--- src/slpseq_regs.svh ---
/*
 * register offsets, field positions, reset values and sequencing figures
 * of the sleep power sequencer; assumes nothing beyond a preprocessor
 */
`ifndef SLPSEQ_REGS_SVH
`define SLPSEQ_REGS_SVH

// wishbone byte addresses, one aligned 32-bit word each
`define SLPSEQ_ADR_DELAY 4'h0
`define SLPSEQ_ADR_STATUS 4'h4
`define SLPSEQ_ADR_COUNT 4'h8

// delay register: one 6-bit field in the low bits of each byte lane
`define SLPSEQ_DLY_W 6
`define SLPSEQ_DLY_LANES 4
`define SLPSEQ_IDX_BUF_OFF 0
`define SLPSEQ_IDX_CLK_OFF 1
`define SLPSEQ_IDX_CLK_ON 2
`define SLPSEQ_IDX_BUF_ON 3

// least delays in controller clock cycles; also the reset values
`define SLPSEQ_MIN_BUF_OFF 6'h01
`define SLPSEQ_MIN_CLK_OFF 6'h0b
`define SLPSEQ_MIN_CLK_ON 6'h01
`define SLPSEQ_MIN_BUF_ON 6'h28

// global clock net gating: sixteen enables in three groups of six, six and four
`define SLPSEQ_NETS 16
`define SLPSEQ_GATE_GROUP 6
`define SLPSEQ_GATE_LAST 2'h2

`endif

--- src/slpseq_pkg.sv ---
/*
 * types shared by the sleep power sequencer files;
 * assumes slpseq_regs.svh is on the include path
 */
package slpseq_pkg;
`include "slpseq_regs.svh"

   // controller states; the four documented phases are split into steps
   typedef enum logic [2:0] {
      ST_AWAKE, ST_ENTER_BUF, ST_ENTER_CLK, ST_ENTER_GATE,
      ST_SLEEP, ST_EXIT_CLK, ST_EXIT_GATE, ST_EXIT_BUF
   } slpseq_state_e;

   typedef logic [`SLPSEQ_DLY_W-1:0] slpseq_dly_t;  // one delay field
   typedef logic [7:0] slpseq_cnt_t;                // demo counter value
   typedef logic [`SLPSEQ_NETS-1:0] slpseq_nets_t;  // clock gate enables
endpackage : slpseq_pkg

--- src/slpseq_demo_if.sv ---
/*
 * carrier between the sequencer controller and its demonstration counter;
 * assumes both ends run on the same continuously running clock
 */
`timescale 1ns/100ps
`default_nettype none

interface slpseq_demo_if;
   import slpseq_pkg::*;
   logic capture_enter;      // one-cycle pulse: snapshot and freeze
   logic capture_exit;       // one-cycle pulse: snapshot and release
   slpseq_cnt_t count;       // running counter value
   slpseq_cnt_t enter_snap;  // value caught on the way into sleep
   slpseq_cnt_t exit_snap;   // value caught on the way out of sleep

   modport ctrl (output capture_enter, output capture_exit,
                 input count, input enter_snap, input exit_snap);
   modport demo (input capture_enter, input capture_exit,
                 output count, output enter_snap, output exit_snap);
endinterface : slpseq_demo_if

`default_nettype wire

--- src/slpseq_demo_ctr.sv ---
/*
 * demonstration user logic: 8-bit counter, held while asleep, with entry and exit
 * snapshots; assumes the controller pulses each capture for one cycle
 */
`timescale 1ns/100ps
`default_nettype none

module slpseq_demo_ctr
   import slpseq_pkg::*;
(
   // clock and reset
   input wire logic sys_clk,
   input wire logic resetn,
   // controller side
   slpseq_demo_if.demo dif
);

   logic frozen_ff;          // counter held while asleep
   slpseq_cnt_t cnt_ff;      // running count
   slpseq_cnt_t enter_ff;    // entry snapshot
   slpseq_cnt_t exit_ff;     // exit snapshot

   // freeze after the entry capture, release with the exit capture
   always_ff @(posedge sys_clk or negedge resetn) begin
      if (!resetn) begin
         frozen_ff <= 1'b0;
      end else if (dif.capture_enter) begin
         frozen_ff <= 1'b1;
      end else if (dif.capture_exit) begin
         frozen_ff <= 1'b0;
      end
   end

   // count only while not frozen, so both snapshots must agree
   always_ff @(posedge sys_clk or negedge resetn) begin
      if (!resetn) begin
         cnt_ff <= 8'h00;
      end else if (!frozen_ff && !dif.capture_enter) begin
         cnt_ff <= cnt_ff + 8'h01;
      end
   end

   // snapshots take the value that stands at the capture edge
   always_ff @(posedge sys_clk or negedge resetn) begin
      if (!resetn) begin
         enter_ff <= 8'h00;
         exit_ff <= 8'h00;
      end else begin
         if (dif.capture_enter) enter_ff <= cnt_ff;
         if (dif.capture_exit) exit_ff <= cnt_ff;
      end
   end

   assign dif.count = cnt_ff;
   assign dif.enter_snap = enter_ff;
   assign dif.exit_snap = exit_ff;
endmodule : slpseq_demo_ctr

`default_nettype wire

--- src/slpseq_top.sv ---
/*
 * sleep power sequencer: steps the device into and out of sleep by gating
 * sixteen global clock net enables and one buffer drive enable, with four
 * programmable delays reached over a classic wishbone slave.
 * assumes sys_clk comes from an oscillator that never stops, that sleep_req
 * is synchronous to it, and that the clock gates and i/o buffers sit outside
 */
`timescale 1ns/100ps
`default_nettype none

module slpseq_top
   import slpseq_pkg::*;
(
   // clock and reset
   input wire logic sys_clk,
   input wire logic resetn,
   // sleep requester
   input wire logic sleep_req,
   // wishbone slave
   input wire logic wb_cyc_i,
   input wire logic wb_stb_i,
   input wire logic wb_we_i,
   input wire logic [3:0] wb_adr_i,
   input wire logic [3:0] wb_sel_i,
   input wire logic [31:0] wb_dat_i,
   output logic [31:0] wb_dat_o,
   output logic wb_ack_o,
   // power control outputs
   output logic [15:0] global_clock_net_en,
   output logic buf_drive_en,
   output logic sleep_status,
   // demonstration outputs
   output logic [3:0] gpio_pad_o,
   output logic [3:0] gpio_pad_oe,
   output logic [7:0] cnt_value,
   output logic [7:0] cnt_enter_snap,
   output logic [7:0] cnt_exit_snap
);

   slpseq_state_e state_ff;                      // sequencer state
   slpseq_dly_t dly_cnt_ff;                      // cycles left in a wait
   logic [1:0] step_ff;                          // gate group being switched
   slpseq_dly_t dly_ff [`SLPSEQ_DLY_LANES];      // programmed delays
   slpseq_dly_t dly_eff [`SLPSEQ_DLY_LANES];     // delays in force
   slpseq_nets_t gate_en_ff;                     // clock gate enables
   logic buf_en_ff;                              // buffer drive enable
   logic status_ff;                              // sleep status
   logic [3:0] pad_ff;                           // demo pad data
   logic ack_ff;                                 // wishbone acknowledge
   logic [31:0] rd_data_ff;                      // registered read data
   logic bus_req;                                // new wishbone request
   logic [1:0] phase;                            // coarse state for software
   logic cnt_done;                               // current wait has elapsed
   logic gate_done;                              // last gate group switched
   logic [31:0] rd_mux;                          // read data before the flop

   slpseq_demo_if demo_if ();

   // demonstration user logic on the same free-running clock
   slpseq_demo_ctr u_demo (
      .sys_clk (sys_clk),
      .resetn (resetn),
      .dif (demo_if.demo)
   );

   // least delays, one per lane, in lane index order; kept as constants so
   // the asynchronous reset of the delay register loads no logic output
   localparam slpseq_dly_t DLY_MIN [`SLPSEQ_DLY_LANES] = '{
      `SLPSEQ_MIN_BUF_OFF, `SLPSEQ_MIN_CLK_OFF, `SLPSEQ_MIN_CLK_ON, `SLPSEQ_MIN_BUF_ON
   };

   // per-lane delay register and its clamp; a setting below the minimum
   // would break the buffer and gate timing, so it is raised to the floor
   // instead of being refused, and reads back as written
   for (genvar g = 0; g < `SLPSEQ_DLY_LANES; g++) begin : g_dly
      always_ff @(posedge sys_clk or negedge resetn) begin
         if (!resetn) begin
            dly_ff[g] <= DLY_MIN[g];
         end else if (ack_ff && wb_cyc_i && wb_stb_i && wb_we_i &&
                      wb_adr_i == `SLPSEQ_ADR_DELAY && wb_sel_i[g]) begin
            dly_ff[g] <= wb_dat_i[8*g +: `SLPSEQ_DLY_W];
         end
      end
      assign dly_eff[g] = (dly_ff[g] < DLY_MIN[g]) ? DLY_MIN[g] : dly_ff[g];
   end

   assign cnt_done = (dly_cnt_ff == 6'h00);
   assign gate_done = (step_ff == `SLPSEQ_GATE_LAST);

   // main sequencer; sleep_req is only looked at in the two resting states,
   // so a change during a sequence waits until that sequence is over.
   // this clock never stops, even with every global net gated off
   always_ff @(posedge sys_clk or negedge resetn) begin
      if (!resetn) begin
         state_ff <= ST_AWAKE;
         dly_cnt_ff <= 6'h00;
         step_ff <= 2'h0;
      end else begin
         unique case (state_ff)
            // resting awake until the request rises
            ST_AWAKE: begin
               if (sleep_req) begin
                  state_ff <= ST_ENTER_BUF;
                  dly_cnt_ff <= dly_eff[`SLPSEQ_IDX_BUF_OFF] - 6'h01;
               end
            end
            // wait out the buffer-off delay
            ST_ENTER_BUF: begin
               if (cnt_done) begin
                  state_ff <= ST_ENTER_CLK;
                  dly_cnt_ff <= dly_eff[`SLPSEQ_IDX_CLK_OFF] - 6'h01;
               end else begin
                  dly_cnt_ff <= dly_cnt_ff - 6'h01;
               end
            end
            // wait out the clock-off delay
            ST_ENTER_CLK: begin
               if (cnt_done) begin
                  state_ff <= ST_ENTER_GATE;
                  step_ff <= 2'h0;
               end else begin
                  dly_cnt_ff <= dly_cnt_ff - 6'h01;
               end
            end
            // clear one gate group per cycle, then rest
            ST_ENTER_GATE: begin
               if (gate_done) begin
                  state_ff <= ST_SLEEP;
                  step_ff <= 2'h0;
               end else begin
                  step_ff <= step_ff + 2'h1;
               end
            end
            // resting asleep while the request holds
            ST_SLEEP: begin
               if (!sleep_req) begin
                  state_ff <= ST_EXIT_CLK;
                  dly_cnt_ff <= dly_eff[`SLPSEQ_IDX_CLK_ON] - 6'h01;
               end
            end
            // wait out the clock-on delay
            ST_EXIT_CLK: begin
               if (cnt_done) begin
                  state_ff <= ST_EXIT_GATE;
                  step_ff <= 2'h0;
               end else begin
                  dly_cnt_ff <= dly_cnt_ff - 6'h01;
               end
            end
            // set one gate group per cycle, then start the buffer-on wait
            ST_EXIT_GATE: begin
               if (gate_done) begin
                  state_ff <= ST_EXIT_BUF;
                  step_ff <= 2'h0;
                  dly_cnt_ff <= dly_eff[`SLPSEQ_IDX_BUF_ON] - 6'h01;
               end else begin
                  step_ff <= step_ff + 2'h1;
               end
            end
            // wait out the buffer-on delay
            ST_EXIT_BUF: begin
               if (cnt_done) begin
                  state_ff <= ST_AWAKE;
               end else begin
                  dly_cnt_ff <= dly_cnt_ff - 6'h01;
               end
            end
         endcase
      end
   end

   // clock gate enables, active high: group k of up to six nets switches at step k,
   // so bit 0 goes first and bit 15 last, all within three cycles
   for (genvar i = 0; i < `SLPSEQ_NETS; i++) begin : g_gate
      localparam logic [1:0] GRP = 2'(i / `SLPSEQ_GATE_GROUP);
      always_ff @(posedge sys_clk or negedge resetn) begin
         if (!resetn) begin
            gate_en_ff[i] <= 1'b1;
         end else if (state_ff == ST_ENTER_GATE && step_ff >= GRP) begin
            gate_en_ff[i] <= 1'b0;
         end else if (state_ff == ST_EXIT_GATE && step_ff >= GRP) begin
            gate_en_ff[i] <= 1'b1;
         end
      end
   end
   assign global_clock_net_en = gate_en_ff;

   // buffer drive enable feeds the output enable of all four demo pads
   always_ff @(posedge sys_clk or negedge resetn) begin
      if (!resetn) begin
         buf_en_ff <= 1'b1;
      end else if (state_ff == ST_ENTER_BUF && cnt_done) begin
         buf_en_ff <= 1'b0;
      end else if (state_ff == ST_EXIT_BUF && cnt_done) begin
         buf_en_ff <= 1'b1;
      end
   end
   assign buf_drive_en = buf_en_ff;

   // sleep status rises with the request taken, falls only when fully awake
   always_ff @(posedge sys_clk or negedge resetn) begin
      if (!resetn) begin
         status_ff <= 1'b0;
      end else if (state_ff == ST_AWAKE && sleep_req) begin
         status_ff <= 1'b1;
      end else if (state_ff == ST_EXIT_BUF && cnt_done) begin
         status_ff <= 1'b0;
      end
   end
   assign sleep_status = status_ff;

   // capture pulses: entry on the last gate step, exit on the last buffer cycle
   assign demo_if.capture_enter = (state_ff == ST_ENTER_GATE) && gate_done;
   assign demo_if.capture_exit = (state_ff == ST_EXIT_BUF) && cnt_done;

   // demo pads show the counter's upper nibble; they float with the buffers
   always_ff @(posedge sys_clk or negedge resetn) begin
      if (!resetn) begin
         pad_ff <= 4'h0;
      end else begin
         pad_ff <= demo_if.count[7:4];
      end
   end
   assign gpio_pad_o = pad_ff;
   assign gpio_pad_oe = {4{buf_en_ff}};
   assign cnt_value = demo_if.count;
   assign cnt_enter_snap = demo_if.enter_snap;
   assign cnt_exit_snap = demo_if.exit_snap;

   // coarse phase for software: 0 awake, 1 entering, 2 sleep, 3 exiting
   always_comb begin
      unique case (state_ff)
         ST_AWAKE: phase = 2'h0;
         ST_ENTER_BUF, ST_ENTER_CLK, ST_ENTER_GATE: phase = 2'h1;
         ST_SLEEP: phase = 2'h2;
         ST_EXIT_CLK, ST_EXIT_GATE, ST_EXIT_BUF: phase = 2'h3;
      endcase
   end

   // wishbone: every access is answered one cycle later, unmapped reads zero
   assign bus_req = wb_cyc_i && wb_stb_i && !ack_ff;

   // read multiplexer; reserved bits read as zero
   always_comb begin
      unique case (wb_adr_i)
         `SLPSEQ_ADR_DELAY: rd_mux = {2'h0, dly_ff[3], 2'h0, dly_ff[2],
                                      2'h0, dly_ff[1], 2'h0, dly_ff[0]};
         `SLPSEQ_ADR_STATUS: rd_mux = {gate_en_ff, 12'h000, phase, buf_en_ff,
                                       status_ff};
         `SLPSEQ_ADR_COUNT: rd_mux = {8'h00, demo_if.exit_snap,
                                      demo_if.enter_snap, demo_if.count};
         default: rd_mux = 32'h0000_0000;
      endcase
   end

   // acknowledge and read data; ack drops the cycle after it is given
   always_ff @(posedge sys_clk or negedge resetn) begin
      if (!resetn) begin
         ack_ff <= 1'b0;
         rd_data_ff <= 32'h0000_0000;
      end else begin
         ack_ff <= bus_req;
         if (bus_req && !wb_we_i) rd_data_ff <= rd_mux;
      end
   end
   assign wb_ack_o = ack_ff;
   assign wb_dat_o = rd_data_ff;
endmodule : slpseq_top

`default_nettype wire

--- config.mk ---
export PLATFORM = sky130hd
export DESIGN_NAME = slpseq_top
export DESIGN_NICKNAME = d
export VERILOG_FILES = /design/src/slpseq_pkg.sv /design/src/slpseq_demo_if.sv /design/src/slpseq_demo_ctr.sv /design/src/slpseq_top.sv
export VERILOG_INCLUDE_DIRS = /design/src
export SDC_FILE = /design/constraint.sdc
export NUM_CORES = 1
export LEC_CHECK = 0
export BUFFER_PORTS_ARGS = -buffer_cell sky130_fd_sc_hd__buf_4
export CAP_MARGIN = 20
export CORE_MARGIN = 2
export CORE_UTILIZATION = 45
export CTS_BUF_LIST = sky130_fd_sc_hd__clkbuf_2
export DETAILED_ROUTE_END_ITERATION = 10
export GPL_TIMING_DRIVEN = 0
export PLACE_DENSITY = 0.83
export SLEW_MARGIN = 15
export SYNTH_ARGS = -nofsm -noshare
export SYNTH_HDL_FRONTEND = slang
export SYNTH_SLANG_ARGS = --single-unit
--- constraint.sdc ---
create_clock -name sys_clk -period 2.1 [get_ports sys_clk]
set_clock_uncertainty 0.15 [all_clocks]
set_input_delay 0.42 -clock sys_clk [delete_from_list [all_inputs] [get_ports sys_clk]]
set_output_delay 0.42 -clock sys_clk [all_outputs]
set_load 0.01 [all_outputs]
==> flow_summary.yaml <==
run_status:
  outcome: "complete, but fails checks"
  failed_checks: "negative setup slack"
layout:
  drive_gt1_share_pct: 41.9
  finalNetCount: 764
  nFillCells: 719
  finalInstanceArea_sq_um: 7370
  syn2layout_area_growth_pct: 44.6
  final-instance-count-excl-fill: 860
yosys:
  ys_ff_latch: 101
  syn_nets: 563
  synth_area_leader_cell: "dfrtp_1"
  synth_edf_count: 0
  async_flop_share_pct: 100
  yosysTopAreaCellShare_pct: 44.2
  synth_area_per_cell_sq_um: 9.94
  yosysMostFrequentCell: "dfrtp_1"
  synth_cells: 513
  synthTopCellsByArea: "dfrtp_1 (44%), mux2_2 (7.5%), dfstp_2 (5.7%), nand2_1 (5.2%), nor2_1 (4.0%)"
  yosys-top-cells-count: "dfrtp_1 (90), nand2_1 (70), nor2_1 (54), mux2_2 (34), o21ai_0 (21)"
  ys_types: 59
  yosysWarnings: 0
  syn-cell-area_sq_um: 5100
  yosysSeqAreaShare_pct: 49.8
  synthFlopType: "dfrtp_1"
pwr:
  combPwrFrac_pct: 25.3
  p_seq_share_pct: 50.2
  p_leak_nw: 3.54
  switching_share_pct: 32.3
  power_density_nw_per_um2: 588
  power_switching_mw: 1.40
  ir_drop_mv: 0.336
  internal_power_mw: 2.93
  clock_power_share_pct: 24.5
timing:
  worstMarginPinSlew_ps: 812
  fin_crit_ps: 2430
  finalCritPeriodShare_pct: 116
  setup_viol_count_final: 21
  final-hold-violation-count: 0
  final.setup.worst_slack_ps: -333
  max_slew_margin_pct: 45.1
  rsz0062_at_grt: "yes"
  final_max_slew_viol_count: 0
  fmax_mhz: 411
  timing.hold.ws_ps: 25.0
cts:
  clock_latency_ps: 630
  cts_buffers: 9
  cts.clk_slew.worst_paths_ps: 300
  tritoncts: "built"
  cts_num_sinks: 101
  htree_levels: 3
  root_buffer: "clkbuf_2"
  clockBufferDepth: 2
setup_path:
  cp_data_required_time_ps: 2530
  crit_type: "reg -> reg"
  cp_slowest_cell: "dfrtp_1"
  crit_fanout: 4
  crit_family: "compound AO/OA/AOI/OAI gates"
  path_cells: "or3_1, o221ai_4, a21oi_2, ha_2, buf_4, xor2_2, o211ai_1, a22o_1"
  crit_path_start_kind: "flip-flop"
  crit_buf_inv: 1
  critPathMaxStageDelay_ps: 520
  end_kind: "flip-flop"
  cp_data_arrival_time_ps: 2860
die:
  start_util_pct: 46.6
  die_y_um: 110
  die_area_sq_um: 12200
  core_sq_um: 10900
  rows: 38
  die_width_um: 110
  io_pins: 129
detailed_routing:
  drt_iter0_drc: 741
  drt-vias-per-instance: 6.15
  dr.pass1.iters: 6
  detail-route-antenna-nets: 0
  drc: 0
  wirelength_um: 18700
  routedWlPerCell_um: 21.7
  vias: 5291
place:
  placed_cells: 774
  gp_congestion: 0.869
  placed_area_sq_um: 6270
  hpwl_um: 10700
  port_buffers: 120
job:
  drv_cap: 0
grt:
  antenna_found_initial: 1
  grt_max_degree: 62
  overflow: 0
  grt_usage_pct: 26.3
  grt_pass1_wl_um: 25900
  grt_pass1_vias: 4997
hold_path:
  hold_class: "in -> reg"
-- layout by cell type (no fill, tap or decap), types with 9 or more instances in the layout --
| cell type | Yosys | final |
|---|---|---|
| a21oi_1 | 18 | 15 |
| nor2_1 | 54 | 52 |
| inv_1 | 12 | 10 |
| buf_6 | 1 | 43 |
| mux2i_1 | 11 | 11 |
| mux2_2 | 34 | 34 |
| buf_4 | 18 | 147 |
| dlygate4sd3_1 | 0 | 26 |
| clkbuf_1 | 17 | 13 |
| nand2_1 | 70 | 70 |
| dfrtp_1 | 90 | 90 |
| o21ai_0 | 21 | 20 |
| a221oi_1 | 16 | 14 |
| a31oi_1 | 9 | 9 |
| dfstp_2 | 11 | 11 |
| clkbuf_2 | 0 | 10 |
-- through the flow --
step / power, mW / setup slack, ps / utilization [%] / setup TNS, ps
floorplan: 2.65 / -21.6 / - / -40.6
global placement: 2.94 / -417 / 57.1 / -14880
detailed placement: 2.97 / -460 / 57.3 / -17090
CTS: 4.15 / -122 / 64.4 / -664
global route: 4.47 / -406 / 67.4 / -2820
finish: 4.33 / -333 / 67.4 / -1830
-- worst reg2reg max path, delay by kind of cell (launching register included) --
kind / cells / cell delay, ps
buf+inv: 1 / 140
flops: 1 / 520
simple gates: 1 / 470
xor+xnor: 1 / 170
fa+ha+maj: 1 / 200
compound gates: 4 / 750
-- registers in the layout (all words and copies together), names as in the netlist, 2 cells and up --
register,count
state_ff,3
dly_ff,24
wb_dat_o,31
u_demo.dif.count,8
u_demo.dif.enter_snap,8
dly_cnt_ff,6
step_ff,2
u_demo.dif.exit_snap,8
gpio_pad_o,4
global_clock_net_en,3
-- metal layers --
metal / GRT usage [%] / wire length [um]
met2: 44.0 / 8860
met5: 0 / 0
met3: 6.20 / 1770
met1: 31.8 / 6710
met4: 13.1 / 1320
-- power by group through the flow --
| stage | Combinational (mW) | Clock [mW] | Sequential (mW) |
|---|---|---|---|
| after floorplan | 0.447 | 0 | 2.21 |
| after global placement | 0.742 | 0 | 2.20 |
| after detailed placement | 0.766 | 0 | 2.21 |
| after CTS | 0.940 | 1.05 | 2.16 |
| after global routing | 1.16 | 1.12 | 2.18 |
| final | 1.10 | 1.06 | 2.17 |
-- path summary, 6_finish.rpt --
check	cells past startpoint	start	slack, ps	to
min in group asynchronous	2	resetn	110	wb_dat_o[22]
max in group asynchronous	3	resetn	930	dly_ff[3]
worst max register to register	8	dly_ff[22]	-330	dly_cnt_ff[2]
worst min register to register	2	wb_dat_o[15]	360	wb_dat_o[15]
worst min-delay path	4	sleep_req	30	state_ff[0]
worst max-delay path	8	dly_ff[22]	-330	dly_cnt_ff[2]
-- logic make-up (layout without fill, tap and decap cells) --
family	Yosys count	after routing	synth area share (%)
simple gates	185	185	16.8
compound gates	104	104	14.1
flops	101	101	49.8
buf+inv	59	265	5.99
mux	46	46	9.89
xor+xnor	14	14	2.40
fa+ha+maj	4	4	0.982
other cells	0	1	0
-- layout make-up --
cell class	count	area [sq um]	share of cell area [%]
clock inverters	7	88.8	1.21
inverters	12	48.8	0.662
well taps	140	175	2.38
multi-input cells	353	2490	33.8
repair buffers	194	1620	21.9
plain buffers	43	359	4.87
diodes	1	2.50	0.0340
clock buffers	9	45.0	0.611
flip-flops and latches	101	2540	34.5
-- what timing repair did --
action / CTS / global route
hold buffers: 26 / 0
resized for setup: 45 / 46
gates cloned: 0 / 0
pin swaps: 12 / 13
hold endpoints to repair: 65 / 0
setup buffers: 28 / 19
setup endpoints to repair: 35 / 41
(Power assumes the default switching activity.)
